--- config.mk ---
export PLATFORM = sky130hd
export DESIGN_NAME = hpds_stage_regs
export DESIGN_NICKNAME = d
export VERILOG_FILES = /design/src/verilog/hpds_servo_channel.v /design/src/verilog/hpds_stage_regs.v
export VERILOG_INCLUDE_DIRS = /design/src /design/src/verilog
export SDC_FILE = /design/constraint.sdc
export NUM_CORES = 1
export LEC_CHECK = 0
export BUFFER_PORTS_ARGS = -buffer_cell sky130_fd_sc_hd__buf_4
export CAP_MARGIN = 5
export CORE_MARGIN = 2
export CORE_UTILIZATION = 40
export DETAILED_ROUTE_END_ITERATION = 12
export PLACE_DENSITY = 0.71
export SYNTH_ARGS = -nofsm -noshare
export SYNTH_HDL_FRONTEND = slang
export SYNTH_SLANG_ARGS = --single-unit
--- constraint.sdc ---
create_clock -name clk -period 1.05 [get_ports clk]
set_input_delay 0.21 -clock clk [delete_from_list [all_inputs] [get_ports clk]]
set_output_delay 0.21 -clock clk [all_outputs]
set_load 0.005 [all_outputs]
--- src/verilog/hpds_defs.vh ---
`ifndef HPDS_DEFS_VH
`define HPDS_DEFS_VH

// register addresses (8-bit register address on the control port)
`define HPDS_ADDR_STATUS 8'h58
`define HPDS_ADDR_RIGHT_RB 8'h59
`define HPDS_ADDR_LEFT_RB 8'h5A
`define HPDS_ADDR_STAGE 8'h60

// status field positions
`define HPDS_ANY_DONE_LSB 8
`define HPDS_WR_DONE_LSB 4
`define HPDS_SU_DONE_LSB 0

// stage control bit positions
`define HPDS_L_SHORT_BIT 7
`define HPDS_L_OUTP_BIT 6
`define HPDS_L_INTER_BIT 5
`define HPDS_R_SHORT_BIT 3
`define HPDS_R_OUTP_BIT 2
`define HPDS_R_INTER_BIT 1

// reset values
`define HPDS_STAGE_RESET 16'h0000
`define HPDS_OFFSET_RESET 8'h00

// offset step in microvolts, and readback range limits in steps
`define HPDS_OFFSET_STEP_UV 250
`define HPDS_OFFSET_MIN 8'h80
`define HPDS_OFFSET_MAX 8'h7F

`endif

--- src/verilog/hpds_servo_channel.v ---
`timescale 1ns/1ps
`include "hpds_defs.vh"

module hpds_servo_channel (
  clk,
  rst_n,
  wr_done_pulse,
  su_done_pulse,
  applied_value,
  offset_value,
  wr_done,
  su_done
);
  input wire clk;
  input wire rst_n;
  input wire wr_done_pulse;
  input wire su_done_pulse;
  input wire [7:0] applied_value;
  output reg [7:0] offset_value;
  output reg wr_done;
  output reg su_done;

  // value and flag update in the same edge so software never sees a stale pair
  always @(posedge clk or negedge rst_n) begin
    if (!rst_n) begin
      offset_value <= `HPDS_OFFSET_RESET;
      wr_done <= 1'h0;
      su_done <= 1'h0;
    end else begin
      if (wr_done_pulse || su_done_pulse) begin
        offset_value <= applied_value;
      end
      if (wr_done_pulse) begin
        wr_done <= 1'h1;
      end
      if (su_done_pulse) begin
        su_done <= 1'h1;
      end
    end
  end
endmodule // hpds_servo_channel

--- src/verilog/hpds_stage_regs.v ---
`timescale 1ns/1ps
`include "hpds_defs.vh"

// Behaviour
// any_correction_done bits 9:8 are OR of write and startup done, right in bit 1.
// write_correction_done bits 5:4 set when write correction finishes, right in bit 1.
// startup_correction_done bits 1:0 set when startup correction finishes, right bit 1.
// right offset readback is read-only 8 bits in 7:0, reset zero.
// left offset readback is read-only 8 bits in 7:0, reset zero.
// readback values are signed two's complement, 0.25mV step, -32 to +31.75mV.
// short held while short-release bit is 0; left bit 7, right bit 3.
// host sets short-release only after that channel's output stage is on.
// output stage on follows its bit; left bit 6, right bit 2.
// host sets output stage only after that channel's offset correction completes.
// intermediate stage on follows its bit; left bit 5, right bit 1.
// host sets intermediate stage at least 20us after that channel's headphone enable.
// all short-release, output-stage and intermediate-stage bits reset to 0.
// writing startup trigger launches startup correction; trigger reads 1 while running. No trigger bit here, startup done pulse only latched.
// write mode applies host 8-bit two's complement offset, 0.25mV per step.
// readback takes applied value when correction completes, flag set same update.
module hpds_stage_regs (
  clk,
  resetn,
  reg_addr,
  reg_wdata,
  reg_wr,
  reg_rd,
  reg_rdata,
  left_wr_done_pulse,
  right_wr_done_pulse,
  left_su_done_pulse,
  right_su_done_pulse,
  left_applied_value,
  right_applied_value,
  left_short_release,
  right_short_release,
  left_output_stage_on,
  right_output_stage_on,
  left_intermediate_stage_on,
  right_intermediate_stage_on
);
  input wire clk;
  input wire resetn;
  input wire [7:0] reg_addr;
  input wire [15:0] reg_wdata;
  input wire reg_wr;
  input wire reg_rd;
  output reg [15:0] reg_rdata;
  input wire left_wr_done_pulse;
  input wire right_wr_done_pulse;
  input wire left_su_done_pulse;
  input wire right_su_done_pulse;
  input wire [7:0] left_applied_value;
  input wire [7:0] right_applied_value;
  output reg left_short_release;
  output reg right_short_release;
  output reg left_output_stage_on;
  output reg right_output_stage_on;
  output reg left_intermediate_stage_on;
  output reg right_intermediate_stage_on;

  // ==========================================================
  // reset release
  reg rst_meta_reg;
  reg rst_sync_reg;
  wire rst_n;

  always @(posedge clk or negedge resetn) begin
    if (!resetn) begin
      rst_meta_reg <= 1'h0;
      rst_sync_reg <= 1'h0;
    end else begin
      rst_meta_reg <= 1'h1;
      rst_sync_reg <= rst_meta_reg;
    end
  end
  // assert is immediate, release waits two edges so no flop leaves reset on a late edge
  assign rst_n = rst_sync_reg;

  // ==========================================================
  // servo readback channels
  wire [7:0] left_offset_value_readback;
  wire [7:0] right_offset_value_readback;
  wire [1:0] write_correction_done;
  wire [1:0] startup_correction_done;
  wire [1:0] any_correction_done;

  hpds_servo_channel u_left (
    .clk(clk),
    .rst_n(rst_n),
    .wr_done_pulse(left_wr_done_pulse),
    .su_done_pulse(left_su_done_pulse),
    .applied_value(left_applied_value),
    .offset_value(left_offset_value_readback),
    .wr_done(write_correction_done[0]),
    .su_done(startup_correction_done[0])
  );

  hpds_servo_channel u_right (
    .clk(clk),
    .rst_n(rst_n),
    .wr_done_pulse(right_wr_done_pulse),
    .su_done_pulse(right_su_done_pulse),
    .applied_value(right_applied_value),
    .offset_value(right_offset_value_readback),
    .wr_done(write_correction_done[1]),
    .su_done(startup_correction_done[1])
  );

  assign any_correction_done = write_correction_done | startup_correction_done;

  // ==========================================================
  // status word, bit 1 of each pair is the right channel
  // flags are sticky: nothing short of reset clears them
  reg [15:0] status_word;

  always @* begin
    status_word = 16'h0000;
    status_word[`HPDS_ANY_DONE_LSB +: 2] = any_correction_done;
    status_word[`HPDS_WR_DONE_LSB +: 2] = write_correction_done;
    status_word[`HPDS_SU_DONE_LSB +: 2] = startup_correction_done;
  end

  // ==========================================================
  // stage control register
  reg [15:0] stage_reg;
  reg [15:0] stage_next;
  wire stage_write;

  // only the six documented bits are storable; the rest read zero
  function [15:0] stage_mask;
    input [15:0] d;
    begin
      stage_mask = 16'h0000;
      stage_mask[`HPDS_L_SHORT_BIT] = d[`HPDS_L_SHORT_BIT];
      stage_mask[`HPDS_L_OUTP_BIT] = d[`HPDS_L_OUTP_BIT];
      stage_mask[`HPDS_L_INTER_BIT] = d[`HPDS_L_INTER_BIT];
      stage_mask[`HPDS_R_SHORT_BIT] = d[`HPDS_R_SHORT_BIT];
      stage_mask[`HPDS_R_OUTP_BIT] = d[`HPDS_R_OUTP_BIT];
      stage_mask[`HPDS_R_INTER_BIT] = d[`HPDS_R_INTER_BIT];
    end
  endfunction

  // writes to the status and readback words fall through here and are dropped
  assign stage_write = reg_wr && (reg_addr == `HPDS_ADDR_STAGE);

  always @* begin
    stage_next = stage_reg;
    if (stage_write) begin
      // no sequencing interlock: ordering is left to the host, a wrong order only risks a pop
      stage_next = stage_mask(reg_wdata);
    end
  end

  always @(posedge clk or negedge rst_n) begin
    if (!rst_n) begin
      stage_reg <= `HPDS_STAGE_RESET;
    end else begin
      stage_reg <= stage_next;
    end
  end

  // ==========================================================
  // stage drives
  // fed from stage_next so the pins move on the same edge as the register
  always @(posedge clk or negedge rst_n) begin
    if (!rst_n) begin
      left_short_release <= 1'h0;
      left_output_stage_on <= 1'h0;
      left_intermediate_stage_on <= 1'h0;
    end else begin
      left_short_release <= stage_next[`HPDS_L_SHORT_BIT];
      left_output_stage_on <= stage_next[`HPDS_L_OUTP_BIT];
      left_intermediate_stage_on <= stage_next[`HPDS_L_INTER_BIT];
    end
  end

  // right channel mirrors the left, its own flops keep the pins independent
  always @(posedge clk or negedge rst_n) begin
    if (!rst_n) begin
      right_short_release <= 1'h0;
      right_output_stage_on <= 1'h0;
      right_intermediate_stage_on <= 1'h0;
    end else begin
      right_short_release <= stage_next[`HPDS_R_SHORT_BIT];
      right_output_stage_on <= stage_next[`HPDS_R_OUTP_BIT];
      right_intermediate_stage_on <= stage_next[`HPDS_R_INTER_BIT];
    end
  end

  // ==========================================================
  // readback mux, registered one cycle after reg_rd
  reg [15:0] rdata_next;

  // raw two's complement byte, sign not extended into the upper bits
  function [15:0] offset_word;
    input [7:0] v;
    begin
      offset_word = {8'h00, v};
    end
  endfunction

  always @* begin
    rdata_next = 16'h0000;
    case (reg_addr)
      `HPDS_ADDR_STATUS: rdata_next = status_word;
      `HPDS_ADDR_RIGHT_RB: rdata_next = offset_word(right_offset_value_readback);
      `HPDS_ADDR_LEFT_RB: rdata_next = offset_word(left_offset_value_readback);
      `HPDS_ADDR_STAGE: rdata_next = stage_reg;
      default: rdata_next = 16'h0000;
    endcase
  end

  // word holds until the next read so a slow serial slave can shift it out at leisure
  always @(posedge clk or negedge rst_n) begin
    if (!rst_n) begin
      reg_rdata <= 16'h0000;
    end else if (reg_rd) begin
      reg_rdata <= rdata_next;
    end
  end
endmodule // hpds_stage_regs

Word-level counts from Yosys, hierarchy flattened
Index checks and enable logic that the tools add are counted.
{"block": "totals", "output_inout_bits": 22, "input_bits": 48, "word_cells": 26, "ff_bits": 50}
{"block": "op_classes", "reduce_logical": 3, "n_bitwise": 1, "muxes": 2, "n_eq_ne": 4}
{"cell": "$pmux W10 S4", "count": 1}
{"cell": "$eq A8 B7 Y1 const B", "count": 4}
{"cell": "$mux W8", "count": 1}
{"cell": "$logic_or A1 B1 Y1", "count": 2}
{"cell": "$or A2 B2 Y2", "count": 1}
{"cell": "$logic_and A1 B1 Y1", "count": 1}

Longest topological paths before layout
Gate-level depths: netlist (run 1).
{"block": "depth", "depth_word": 3, "ltp_mapped": 6, "depth_no_buf": 4}

By module
From an unflattened synthesis (run 1), not the netlist that was laid out.
{"block": "hier_totals", "cells_unflattened": 131, "area_unflattened_um2": 1736.7}
{"mod": "hpds_stage_regs", "cells_per_inst": 89, "n_inst": 1, "seq_area_each_um2": 450.4, "area_each_um2": 1008.5}
{"mod": "hpds_servo_channel", "cells_per_inst": 21, "n_inst": 2, "seq_area_each_um2": 250.2, "area_each_um2": 364.1}

Worst setup path before layout (run 1)
OpenSTA, ideal clock, no wires.
{"block": "synth_path", "path_kind": "input-to-reg", "start": "input port reg_addr[0]", "end": "register stage_reg[1]", "required_time_ns": 0.925, "path_buffers": 1, "setup_ns": 0.125, "arrival_time_ns": 1.708, "stages": 5, "slack_ns": -0.783, "cell_sequence": "buf_6 -> or4b_4 -> nor4_4 -> nand2_4 -> mux2_2"}
{"block": "synth_via", "elab_chain_len": 3}
{"item": "start: declaration", "line_no": "hpds_stage_regs.v:44", "text": "input wire [7:0] reg_addr;"}
{"item": "$eq A8 B7 Y1"}
{"item": "$logic_and A1 B1 Y1", "line_no": "hpds_stage_regs.v:145", "text": "assign stage_write = reg_wr && (reg_addr == `HPDS_ADDR_STAGE);"}
{"item": "$mux W8", "line_no": "hpds_stage_regs.v:149", "text": "if (stage_write) begin"}
{"item": "end signal: assignment", "line_no": "hpds_stage_regs.v:157", "text": "stage_reg <= `HPDS_STAGE_RESET;"}
{"item": "end signal: assignment", "line_no": "hpds_stage_regs.v:159", "text": "stage_reg <= stage_next;"}
{"item": "end: declaration", "line_no": "hpds_stage_regs.v:126", "text": "reg [15:0] stage_reg;"}
Every way passes these cells.
A chain may end at the register's enable or synchronous reset.

Worst setup path after layout (run 1)
{"block": "layout_path", "start": "input port reg_addr[7]", "end": "register stage_reg[3]"}
The elaborated chain is that of the path after synthesis.

==> results.sh, run 1 <==
export IMPL_worst_r2r_startpoint="u_right.su_done$_DFFE_PN0P_"
export IMPL_ir_worst_vdd_mv=1.01
export IMPL_path_class="input pin to flip-flop"
export IMPL_power_density_nw_per_um2=1220
export IMPL_power_switching_w=0.000724
export IMPL_finalWeightedCongestion=0.760
export IMPL_track_usage_pct=17.7
export IMPL_cp_cell_sequence="buf_6 > or4b_4 > nor4_4 > buf_4 > nand2_4 > mux2_4"
export IMPL_num_antenna_cells=0
export IMPL_std_cell_rows=23
export IMPL_time_the_final_worst_path_needs_with_i_o_delays_and_setup_ns=1.44
export IMPL_slowest_stage="sky130_fd_sc_hd__or4b_4"
export IMPL_cts_max_path_buffers=2
export IMPL_numPortBuffers=53
export IMPL_max_freq_ghz=0.693
export IMPL_boundaryPins=70
export IMPL_synthesis_area_per_instance_sq_um=12.8
export IMPL_largestRegisters="reg_rdata: 10 flops, u_left.offset_value: 8 flops, u_right.offset_value: 8 flops"
export IMPL_grt_busiest_layer="met2"
export IMPL_groute_layer_met1_usage_pct=21.6
export IMPL_cap_violations=0
export IMPL_tritoncts="built"
export IMPL_fin_skew_ns=0.00874
export IMPL_critical_hold_path_startpoint="right_su_done_pulse"
export IMPL_postSynthRegisterBits=38
export IMPL_critPathArrivalTime_ns=1.63
export IMPL_hold_viol_final=0
export IMPL_finish_net_count=256
export IMPL_largest_net_degree_at_the_start_of_global_routing=37
export IMPL_timing_critical_path_to_type="flip-flop"
export IMPL_regToRegEndpoint="reg_rdata[1]$_DFFE_PN0P_"
export IMPL_post_layout_total_power_w=0.00302
export IMPL_ys_types=27
export IMPL_detailed_router_s_first_iteration_violation_count=44
export IMPL_share_clk_of_total_power_pct=34.9
export IMPL_internal_power_w=0.00230
export IMPL_timing_critical_path_max_delay_family="simple AND/OR/NAND/NOR gates"
export IMPL_worstPathBufferInverterCount=2
export IMPL_cts_root_buffer="sky130_fd_sc_hd__clkbuf_8"
export IMPL_power_frac_seq_pct=52.0
export IMPL_slack_of_the_critical_path_ns=-0.393
export IMPL_unrepaired_setup_endpoints_after_global_routing="true"
export IMPL_dieWidth_um=69.1
export IMPL_syn_to_final_growth_pct=45.6
export IMPL_synth_most_common_cell="sky130_fd_sc_hd__dfrtp_1"
export IMPL_yosys_warnings=0
export IMPL_failed_checks="negative setup slack"
export IMPL_ctsHtreeMaxLevel=2
export IMPL_grt_overflow_total=0
export IMPL_critPathLaunchType="input pin"
export IMPL_final_layout_size_suffix_gt1_share_pct=55.0
export IMPL_crit_fanout=6
export IMPL_synthDominantAreaCellType="sky130_fd_sc_hd__dfrtp_1"
export IMPL_synth_enable_flop_cells=0
export IMPL_largest_reg_flops=10
export IMPL_post_synth_main_area_contributors="sky130_fd_sc_hd__dfrtp_1 56%, sky130_fd_sc_hd__mux2_2 15%, sky130_fd_sc_hd__a22oi_1 2.7%, sky130_fd_sc_hd__buf_4 2.7%, sky130_fd_sc_hd__inv_1 2.4%"
export IMPL_global_routing_usage_on_met3_pct=5.41
export IMPL_drc_errors=0
export IMPL_grt_met2_usage_pct=29.4
export IMPL_timing_max_transition_violations_final=0
export IMPL_wire_per_inst_um=15.3
export IMPL_hold_depth=2
export IMPL_p_leak_nw=1.13
export IMPL_clkLatencyLatePin_ns=0.30
export IMPL_die_area_sq_um=4770
export IMPL_vias=1284
export IMPL_grt_first_pass_wirelength_mm=6.67
export IMPL_largest_register="reg_rdata"
export IMPL_run_status="finished, violations left"
export IMPL_ant_nets=0
export IMPL_power_share_combinational_pct=13.0
export IMPL_utilization_pct=61.2
export IMPL_design_core_area_sq_um=4030
export IMPL_critPathMaxStageDelay_ns=0.55
export IMPL_post_synth_inst_count=132
export IMPL_synth_top_cells_by_count="38 x sky130_fd_sc_hd__dfrtp_1, 22 x sky130_fd_sc_hd__mux2_2, 11 x sky130_fd_sc_hd__inv_1"
export IMPL_avgViaCountPerCell=4.96
export IMPL_finalCritPeriodShare_pct=137
export IMPL_worstHoldPathType="input pin to flip-flop"
export IMPL_cts_buffers_inserted=5
export IMPL_report_final_setup_viol=16
export IMPL_hold_path_end="u_right.su_done$_DFFE_PN0P_"
export IMPL_pre_cts_ws_ns=-0.706
export IMPL_half_perimeter_wire_length_of_the_detailed_placement_result_mm=2.90
export IMPL_power_switching_fraction_pct=24.0
export IMPL_routed_wirelength_mm=3.96
export IMPL_clk_transition_reported_paths_ns=0.08
export IMPL_synthesis_area_sq_um=1690
export IMPL_antenna_found_initial=0
export IMPL_reg2reg_depth=4
export IMPL_floorplan_initialDensity_pct=42.0
export IMPL_grt_pass1_vias=1375
export IMPL_height_of_the_chip_um=69.1
export IMPL_worstPathRequired_ns=1.24
export IMPL_number_of_iterations_in_the_first_detailed_routing_pass=4
export IMPL_yosysSeqAreaShare_pct=56.1
export IMPL_clock_sinks=38
export IMPL_synth_async_sr_flop_share_pct=100
export IMPL_yosys_area_top_type_share_pct=56.1
export IMPL_regToRegSetupSlack_ns=-0.04
export IMPL_postSynth_topFlopCell="sky130_fd_sc_hd__dfrtp_1"
-- layer usage --
layer,wire length (um),vias to the layer above,part of all wire [%]
li1,-,610,-
met1,1670,619,42
met2,1990,46,50
met3,224,9,5.7
met4,78,0,2.0
met5,0,-,0
-- repair_timing --
item	CTS	global route
hold endpoints to repair	2	0
buffers inserted	6	3
endpoints found under the setup margin	21	30
hold buffers	1	0
gates resized for setup	6	13
-- metrics by stage --
stage | TNS (ns) | instances | cell area, sq um | hold WS, ns
after floorplan | -9.88 | 137 | 1720 | -0.0856
after global placement | -9.52 | 241 | 2220 | -0.00811
after detailed placement | -9.96 | 241 | 2220 | -0.00625
after CTS | -4.72 | 256 | 2400 | 0.120
after global routing | -5.77 | 259 | 2470 | 0.117
final | -4.76 | 259 | 2470 | 0.117
-- layout by cell type, fill, tap and decap left out, drive strengths merged, types with 4 or more instances in the layout --
master   n
mux2i    4
mux2    22
clkbuf   6
a22o     4
o22ai    6
or2      4
buf     72
inv     11
conb     7
dfrtp   38
a22oi    6
nor2     6
-- power groups by stage --
stage	logic, W	clock network (W)	registers, W
after floorplan	0.000163	0	0.00160
after global placement	0.000348	0	0.00160
after detailed placement	0.000359	0	0.00160
after CTS	0.000390	0.00107	0.00157
after global routing	0.000429	0.00115	0.00158
final	0.000394	0.00106	0.00157
-- area by class of cell --
cell class,instances,area [sq um]
Fill cell,358,1560
Sequential cell,38,952
Multi-Input combinational cell,79,681
Timing Repair Buffer,73,636
Clock buffer,6,82.6
Tap cell,50,62.6
Inverter,11,41.3
Clock inverter,2,12.5
-- cell families after synthesis --
family / after synthesis / share of synthesized area (%)
flops: 38 / 56.1
compound gates: 28 / 12.5
mux: 26 / 17.0
buf+inv: 20 / 6.20
simple gates: 18 / 7.75
other cells: 2 / 0.443
-- how the worst max path moves through the flow --
stage                startpoint                  endpoint  slack, ns  cells after the start
floorplan           reg_addr[0]  stage_reg[1]$_DFFE_PN0P_      -0.77                      5
finish              reg_addr[7]  stage_reg[3]$_DFFE_PN0P_      -0.39                      6
global placement    reg_addr[7]  stage_reg[2]$_DFFE_PN0P_      -0.68                      6
global route        reg_addr[7]  stage_reg[3]$_DFFE_PN0P_      -0.44                      6
detailed placement  reg_addr[7]  stage_reg[6]$_DFFE_PN0P_      -0.71                      6
CTS                 reg_addr[7]  stage_reg[3]$_DFFE_PN0P_      -0.39                      6
No activity file was read; power rests on OpenSTA's default activity.
==> run 2: changes to the inputs <==
- CORE_UTILIZATION: 40 -> 43
- PLACE_DENSITY: 0.71 -> 0.76
==> run 2 against run 1 <==
Compared with the run above: the flow still finishes with violations (negative setup slack); setup slack worse by 0.014 ns; sequential share of layout area down 0.69 points; clock-buffer cell count is the same; largest cell class unchanged; largest power group unchanged; die area decreased by 6.6%; critical path type unchanged; utilization rose by 6.4 points; highest routed layer unchanged.
==> results.sh, run 2 (synthesized netlist as in run 1, its figures left out) <==
export IMPL_run_status="finished, violations left"
export IMPL_failed_checks="negative setup slack"
export IMPL_time_the_final_worst_path_needs_with_i_o_delays_and_setup_ns=1.46
export IMPL_place_area_sq_um=2250
export IMPL_cts_root_buffer="sky130_fd_sc_hd__clkbuf_8"
export IMPL_regToRegEndpoint="reg_rdata[0]$_DFFE_PN0P_"
export IMPL_setup_worst_path_start="reg_addr[7]"
export IMPL_clkLatencyLatePin_ns=0.29
export IMPL_wire_per_inst_um=14.9
export IMPL_max_freq_ghz=0.686
export IMPL_critPathLaunchType="input pin"
export IMPL_std_cell_rows=22
export IMPL_largest_net_degree_at_the_start_of_global_routing=23
export IMPL_height_of_the_chip_um=66.8
export IMPL_unrepaired_setup_endpoints_after_global_routing="true"
export IMPL_finalCritPeriodShare_pct=139
export IMPL_numPortBuffers=53
export IMPL_regToRegSetupSlack_ns=-0.05
export IMPL_critPathMaxStageDelay_ns=0.55
export IMPL_tns_ns=-4.97
export IMPL_timing_critical_path_to_type="flip-flop"
export IMPL_die_area_sq_um=4460
export IMPL_finalWeightedCongestion=0.814
export IMPL_timing_max_transition_violations_final=0
export IMPL_tritoncts="built"
export IMPL_ant_nets=0
export IMPL_ctsHtreeMaxLevel=2
export IMPL_half_perimeter_wire_length_of_the_detailed_placement_result_mm=3.04
export IMPL_cts_max_path_buffers=2
export IMPL_avgViaCountPerCell=5.02
export IMPL_vias=1315
export IMPL_timing_critical_path_max_delay_family="simple AND/OR/NAND/NOR gates"
export IMPL_cap_violations=0
export IMPL_report_final_setup_viol=15
export IMPL_track_usage_pct=19.7
export IMPL_p_leak_nw=1.16
export IMPL_grt_first_pass_wirelength_mm=6.35
export IMPL_floorplan_initialDensity_pct=45.6
export IMPL_slack_of_the_critical_path_ns=-0.407
export IMPL_grt_pass1_vias=1378
export IMPL_largestRegisters="reg_rdata: 10 flops, u_left.offset_value: 8 flops, u_right.offset_value: 8 flops"
export IMPL_slowest_stage="sky130_fd_sc_hd__or4b_4"
export IMPL_multiInputGateArea_sq_um=701
export IMPL_number_of_iterations_in_the_first_detailed_routing_pass=4
export IMPL_hold_depth=2
export IMPL_power_density_nw_per_um2=1200
export IMPL_critPathArrivalTime_ns=1.64
export IMPL_register_area_sq_um=952
export IMPL_syn_to_final_growth_pct=48.3
export IMPL_design_core_area_sq_um=3720
export IMPL_clock_sinks=38
export IMPL_ir_worst_vdd_mv=0.791
export IMPL_largest_register="reg_rdata"
export IMPL_finish_net_count=261
export IMPL_num_antenna_cells=0
export IMPL_critical_hold_path_startpoint="left_wr_done_pulse"
export IMPL_detailed_router_s_first_iteration_violation_count=83
export IMPL_worstPathBufferInverterCount=2
export IMPL_worstPathRequired_ns=1.23
export IMPL_grt_overflow_total=0
export IMPL_fin_skew_ns=0.00508
export IMPL_path_class="input pin to flip-flop"
export IMPL_antenna_found_initial=0
export IMPL_worstHoldPathType="input pin to flip-flop"
export IMPL_worst_r2r_startpoint="u_left.su_done$_DFFE_PN0P_"
export IMPL_layout_common_cells="64 x sky130_fd_sc_hd__buf_4, 37 x sky130_fd_sc_hd__dfrtp_1, 21 x sky130_fd_sc_hd__mux2_2"
export IMPL_design_area_sq_um=2510
export IMPL_layout_cells_most_common="sky130_fd_sc_hd__buf_4"
export IMPL_clk_transition_reported_paths_ns=0.07
export IMPL_reg2reg_depth=4
export IMPL_crit_fanout=6
export IMPL_final_layout_size_suffix_gt1_share_pct=57.9
export IMPL_cp_cell_sequence="buf_6 > or4b_4 > nor4_4 > buf_4 > nand2_4 > mux2_4"
export IMPL_routed_wirelength_mm=3.90
export IMPL_num_fill_cells=280
export IMPL_largest_reg_flops=10
export IMPL_hold_viol_final=0
export IMPL_boundaryPins=70
export IMPL_dieWidth_um=66.8
export IMPL_cts_buffers_inserted=5
export IMPL_pre_cts_ws_ns=-0.711
export IMPL_drc_errors=0
export IMPL_hold_path_end="u_left.wr_done$_DFFE_PN0P_"
## run 2: cell count changes in the layout (fill, tap and decap cells not counted), sizes merged
cell,previous run,this run
buf,72,77
## run 2: routing by layer
layer  wire, um  GRT usage, %  vias to the layer above
met2       2010          35.1                       47
li1           -             -                      622
met5          0             0                        -
met3        261          7.43                        6
met4         49          6.38                        0
met1       1580          21.6                      640
## run 2: power breakdown
group | switching [W] | total (W) | internal (W)
Combinational | 0.000146 | 0.000390 | 0.000244
Sequential | 0.0000495 | 0.00158 | 0.00153
Clock | 0.000511 | 0.00104 | 0.000527
Total | 0.000706 | 0.00301 | 0.00230
## run 2: worst max-delay path by stage
stage                     slack [ns]  depth (start not counted)                  endpoint
after floorplan                -0.77                          5  stage_reg[1]$_DFFE_PN0P_
after CTS                      -0.39                          6  stage_reg[2]$_DFFE_PN0P_
final                          -0.41                          6  stage_reg[2]$_DFFE_PN0P_
after global placement         -0.67                          6  stage_reg[2]$_DFFE_PN0P_
after detailed placement       -0.71                          6  reg_rdata[4]$_DFFE_PN0P_
after global routing           -0.43                          6  stage_reg[2]$_DFFE_PN0P_
## run 2: through the flow
| step | hold slack (ns) | utilization (%) | instances | total power, W |
|---|---|---|---|---|
| floorplan | -0.0856 | - | 137 | 0.00177 |
| global placement | -0.00858 | 60.5 | 242 | 0.00195 |
| detailed placement | -0.00529 | 60.5 | 242 | 0.00197 |
| CTS | 0.119 | 65.2 | 256 | 0.00303 |
| global route | 0.113 | 67.6 | 262 | 0.00316 |
| finish | 0.129 | 67.6 | 262 | 0.00301 |
## run 2: cell type report
type | instances | share of cell area [%]
clock inverters | 2 | 0.498
multi-input cells | 79 | 27.9
repair buffers | 78 | 26.4
clock buffers | 6 | 3.29
inverters | 11 | 1.64
well taps | 48 | 2.39
flip-flops and latches | 38 | 37.9
## run 2: timing repair
action                                  in CTS  in global routing
endpoints found under the setup margin      20                 26
cloned                                       0                  0
endpoints found under the hold margin        2                  0
resized for setup                            6                 11
pin swaps                                    0                  1
hold buffers                                 1                  0
buffers inserted                             5                  6
==> run 3: changes to the inputs <==
--- a/config.mk
+++ b/config.mk
@@ -8,8 +8,8 @@
 export LEC_CHECK = 0
-export BUFFER_PORTS_ARGS = -buffer_cell sky130_fd_sc_hd__buf_4
+export BUFFER_PORTS_ARGS = -buffer_cell sky130_fd_sc_hd__buf_2
 export CAP_MARGIN = 5
 export CORE_MARGIN = 2
-export CORE_UTILIZATION = 43
+export CORE_UTILIZATION = 40
 export DETAILED_ROUTE_END_ITERATION = 12
-export PLACE_DENSITY = 0.76
+export PLACE_DENSITY = 0.71
 export SYNTH_ARGS = -nofsm -noshare
==> constraint.sdc (replaced) <==
create_clock -name clk -period 1.05 [get_ports clk]
set_input_delay 0.0525 -clock clk [delete_from_list [all_inputs] [get_ports clk]]
set_output_delay 0.0525 -clock clk [all_outputs]
set_load 0.005 [all_outputs]
==> run 3 against run 2 <==
Compared with the run above: the run still ends with negative setup slack left; non-clock buffer count up 6; sequential share of layout area up 1.4 points; clock skew down 0.0021 ns; first-iteration DRC count down 54%; routed wire length down 5.8%; via count down 0.61%; combinational power down 8.5%; die area up 7.0%; critical path type unchanged.
==> results.sh, run 3 (synthesized netlist as in run 1, its figures left out) <==
export IMPL_run_status="finished, violations left"
export IMPL_failed_checks="negative setup slack"
export IMPL_tns_ns=-1.77
export IMPL_timing_critical_path_max_delay_family="simple AND/OR/NAND/NOR gates"
export IMPL_syn_to_final_growth_pct=43.1
export IMPL_path_class="input pin to flip-flop"
export IMPL_post_layout_total_power_w=0.00293
export IMPL_grt_first_pass_wirelength_mm=6.15
export IMPL_finish_net_count=267
export IMPL_num_antenna_cells=0
export IMPL_grt_busiest_layer="met2"
export IMPL_half_perimeter_wire_length_of_the_detailed_placement_result_mm=2.70
export IMPL_worst_r2r_startpoint="u_right.offset_value[5]$_DFFE_PN0P_"
export IMPL_finalWeightedCongestion=0.797
export IMPL_layout_cells_most_common="sky130_fd_sc_hd__buf_2"
export IMPL_hold_viol_final=0
export IMPL_design_core_area_sq_um=4030
export IMPL_time_the_final_worst_path_needs_with_i_o_delays_and_setup_ns=1.21
export IMPL_critPathArrivalTime_ns=1.38
export IMPL_cts_max_path_buffers=2
export IMPL_antenna_found_initial=0
export IMPL_max_freq_ghz=0.828
export IMPL_worstPathBufferInverterCount=2
export IMPL_clk_transition_reported_paths_ns=0.07
export IMPL_timing_critical_path_to_type="flip-flop"
export IMPL_groute_layer_met1_usage_pct=19.6
export IMPL_cap_violations=0
export IMPL_layout_common_cells="52 x sky130_fd_sc_hd__buf_2, 37 x sky130_fd_sc_hd__dfrtp_1, 22 x sky130_fd_sc_hd__mux2_2"
export IMPL_ctsHtreeMaxLevel=2
export IMPL_reg2reg_depth=4
export IMPL_pre_cts_ws_ns=-0.534
export IMPL_vias=1307
export IMPL_timing_max_transition_violations_final=0
export IMPL_clkLatencyLatePin_ns=0.28
export IMPL_slowest_stage="sky130_fd_sc_hd__or4b_4"
export IMPL_grt_overflow_total=0
export IMPL_track_usage_pct=16.4
export IMPL_dieWidth_um=69.1
export IMPL_crit_fanout=6
export IMPL_finalCritPeriodShare_pct=115
export IMPL_fin_skew_ns=0.00302
export IMPL_largest_reg_flops=10
export IMPL_final_layout_size_suffix_gt1_share_pct=50.7
export IMPL_std_cell_rows=23
export IMPL_critPathLaunchType="input pin"
export IMPL_hold_depth=2
export IMPL_tritoncts="built"
export IMPL_ant_nets=0
export IMPL_p_leak_nw=1.13
export IMPL_largestRegisters="reg_rdata: 10 flops, u_left.offset_value: 8 flops, u_right.offset_value: 8 flops"
export IMPL_regToRegEndpoint="reg_rdata[5]$_DFFE_PN0P_"
export IMPL_largest_register="reg_rdata"
export IMPL_floorplan_initialDensity_pct=42.0
export IMPL_global_routing_usage_on_met3_pct=4.68
export IMPL_unrepaired_setup_endpoints_after_global_routing="true"
export IMPL_height_of_the_chip_um=69.1
export IMPL_boundaryPins=70
export IMPL_critPathMaxStageDelay_ns=0.55
export IMPL_die_area_sq_um=4770
export IMPL_report_final_setup_viol=14
export IMPL_grt_met2_usage_pct=26.9
export IMPL_drc_errors=0
export IMPL_regToRegSetupSlack_ns=0
export IMPL_cts_root_buffer="sky130_fd_sc_hd__clkbuf_8"
export IMPL_timing_hold_ws_ns=0.00216
export IMPL_slack_of_the_critical_path_ns=-0.158
export IMPL_grt_pass1_vias=1366
export IMPL_cts_buffers_inserted=5
export IMPL_hold_path_end="u_right.offset_value[1]$_DFFE_PN0P_"
export IMPL_placed_cells_incl_taps=242
export IMPL_layoutNonFillerInstCount=269
export IMPL_detailed_router_s_first_iteration_violation_count=38
export IMPL_avgViaCountPerCell=4.86
export IMPL_largest_net_degree_at_the_start_of_global_routing=30
export IMPL_ir_worst_vdd_mv=0.971
export IMPL_wire_per_inst_um=13.6
export IMPL_worstHoldPathType="input pin to flip-flop"
export IMPL_critical_hold_path_startpoint="right_applied_value[1]"
export IMPL_cp_cell_sequence="buf_6 > or4b_4 > nor4_4 > buf_4 > nand2_4 > mux2_2"
export IMPL_clock_sinks=38
export IMPL_numPortBuffers=53
export IMPL_routed_wirelength_mm=3.67
export IMPL_number_of_iterations_in_the_first_detailed_routing_pass=4
export IMPL_worstPathRequired_ns=1.22
export IMPL_power_density_nw_per_um2=1210
run 3: cell count changes in the layout (fill, tap and decap cells not counted), moves of 5 or more:
cell and delta:
sky130_fd_sc_hd__buf_4 -53, sky130_fd_sc_hd__buf_2 +52, sky130_fd_sc_hd__dlygate4sd3_1 +17, sky130_fd_sc_hd__buf_6 -9, sky130_fd_sc_hd__o22ai_1 -5, sky130_fd_sc_hd__o22ai_2 +5
run 3: what timing repair did:
| item | CTS | global route |
|---|---|---|
| gates resized for setup | 8 | 1 |
| endpoints found under the hold margin | 19 | 0 |
| endpoints found under the setup margin | 14 | 14 |
| hold buffers | 18 | 0 |
| pin swaps | 7 | 2 |
| buffers inserted | 2 | 0 |
run 3: worst max path at each step:
stage / startpoint / endpoint / slack (ns) / cells past startpoint
6_report: reg_addr[0] / stage_reg[7]$_DFFE_PN0P_ / -0.16 / 6
3_3_place_gp: reg_addr[7] / stage_reg[7]$_DFFE_PN0P_ / -0.53 / 6
3_5_place_dp: reg_addr[7] / stage_reg[7]$_DFFE_PN0P_ / -0.53 / 6
4_1_cts: reg_addr[0] / stage_reg[7]$_DFFE_PN0P_ / -0.15 / 6
5_1_grt: reg_addr[0] / stage_reg[5]$_DFFE_PN0P_ / -0.20 / 6
2_1_floorplan: reg_addr[0] / stage_reg[1]$_DFFE_PN0P_ / -0.61 / 5
run 3: power by group:
part / switching (W) / internal (W)
clock network: 0.000470 / 0.000520
registers: 0.0000466 / 0.00153
logic: 0.000144 / 0.000213
total: 0.000660 / 0.00227
run 3: area by class of cell:
type	instances	area [sq um]
inverter	11	41.3
fill	322	1600
sequential	38	952
timing repair buffer	84	574
tap	50	62.6
multi-input combinational	79	708
clock buffer	7	86.3
run 3: metal layers:
layer / share of wire (%) / wire length, um
met1: 44 / 1600
met2: 48 / 1760
met3: 5.3 / 195
met4: 3.0 / 109
met5: 0 / 0
run 3: through the flow:
stage          instance area, sq um  util (%)
5_1_grt                        2420      60.2
4_1_cts                        2420      60.1
2_1_floorplan                  1720         -
3_5_place_dp                   2070      51.5
6_report                       2420      60.2
3_3_place_gp                   2070      51.5
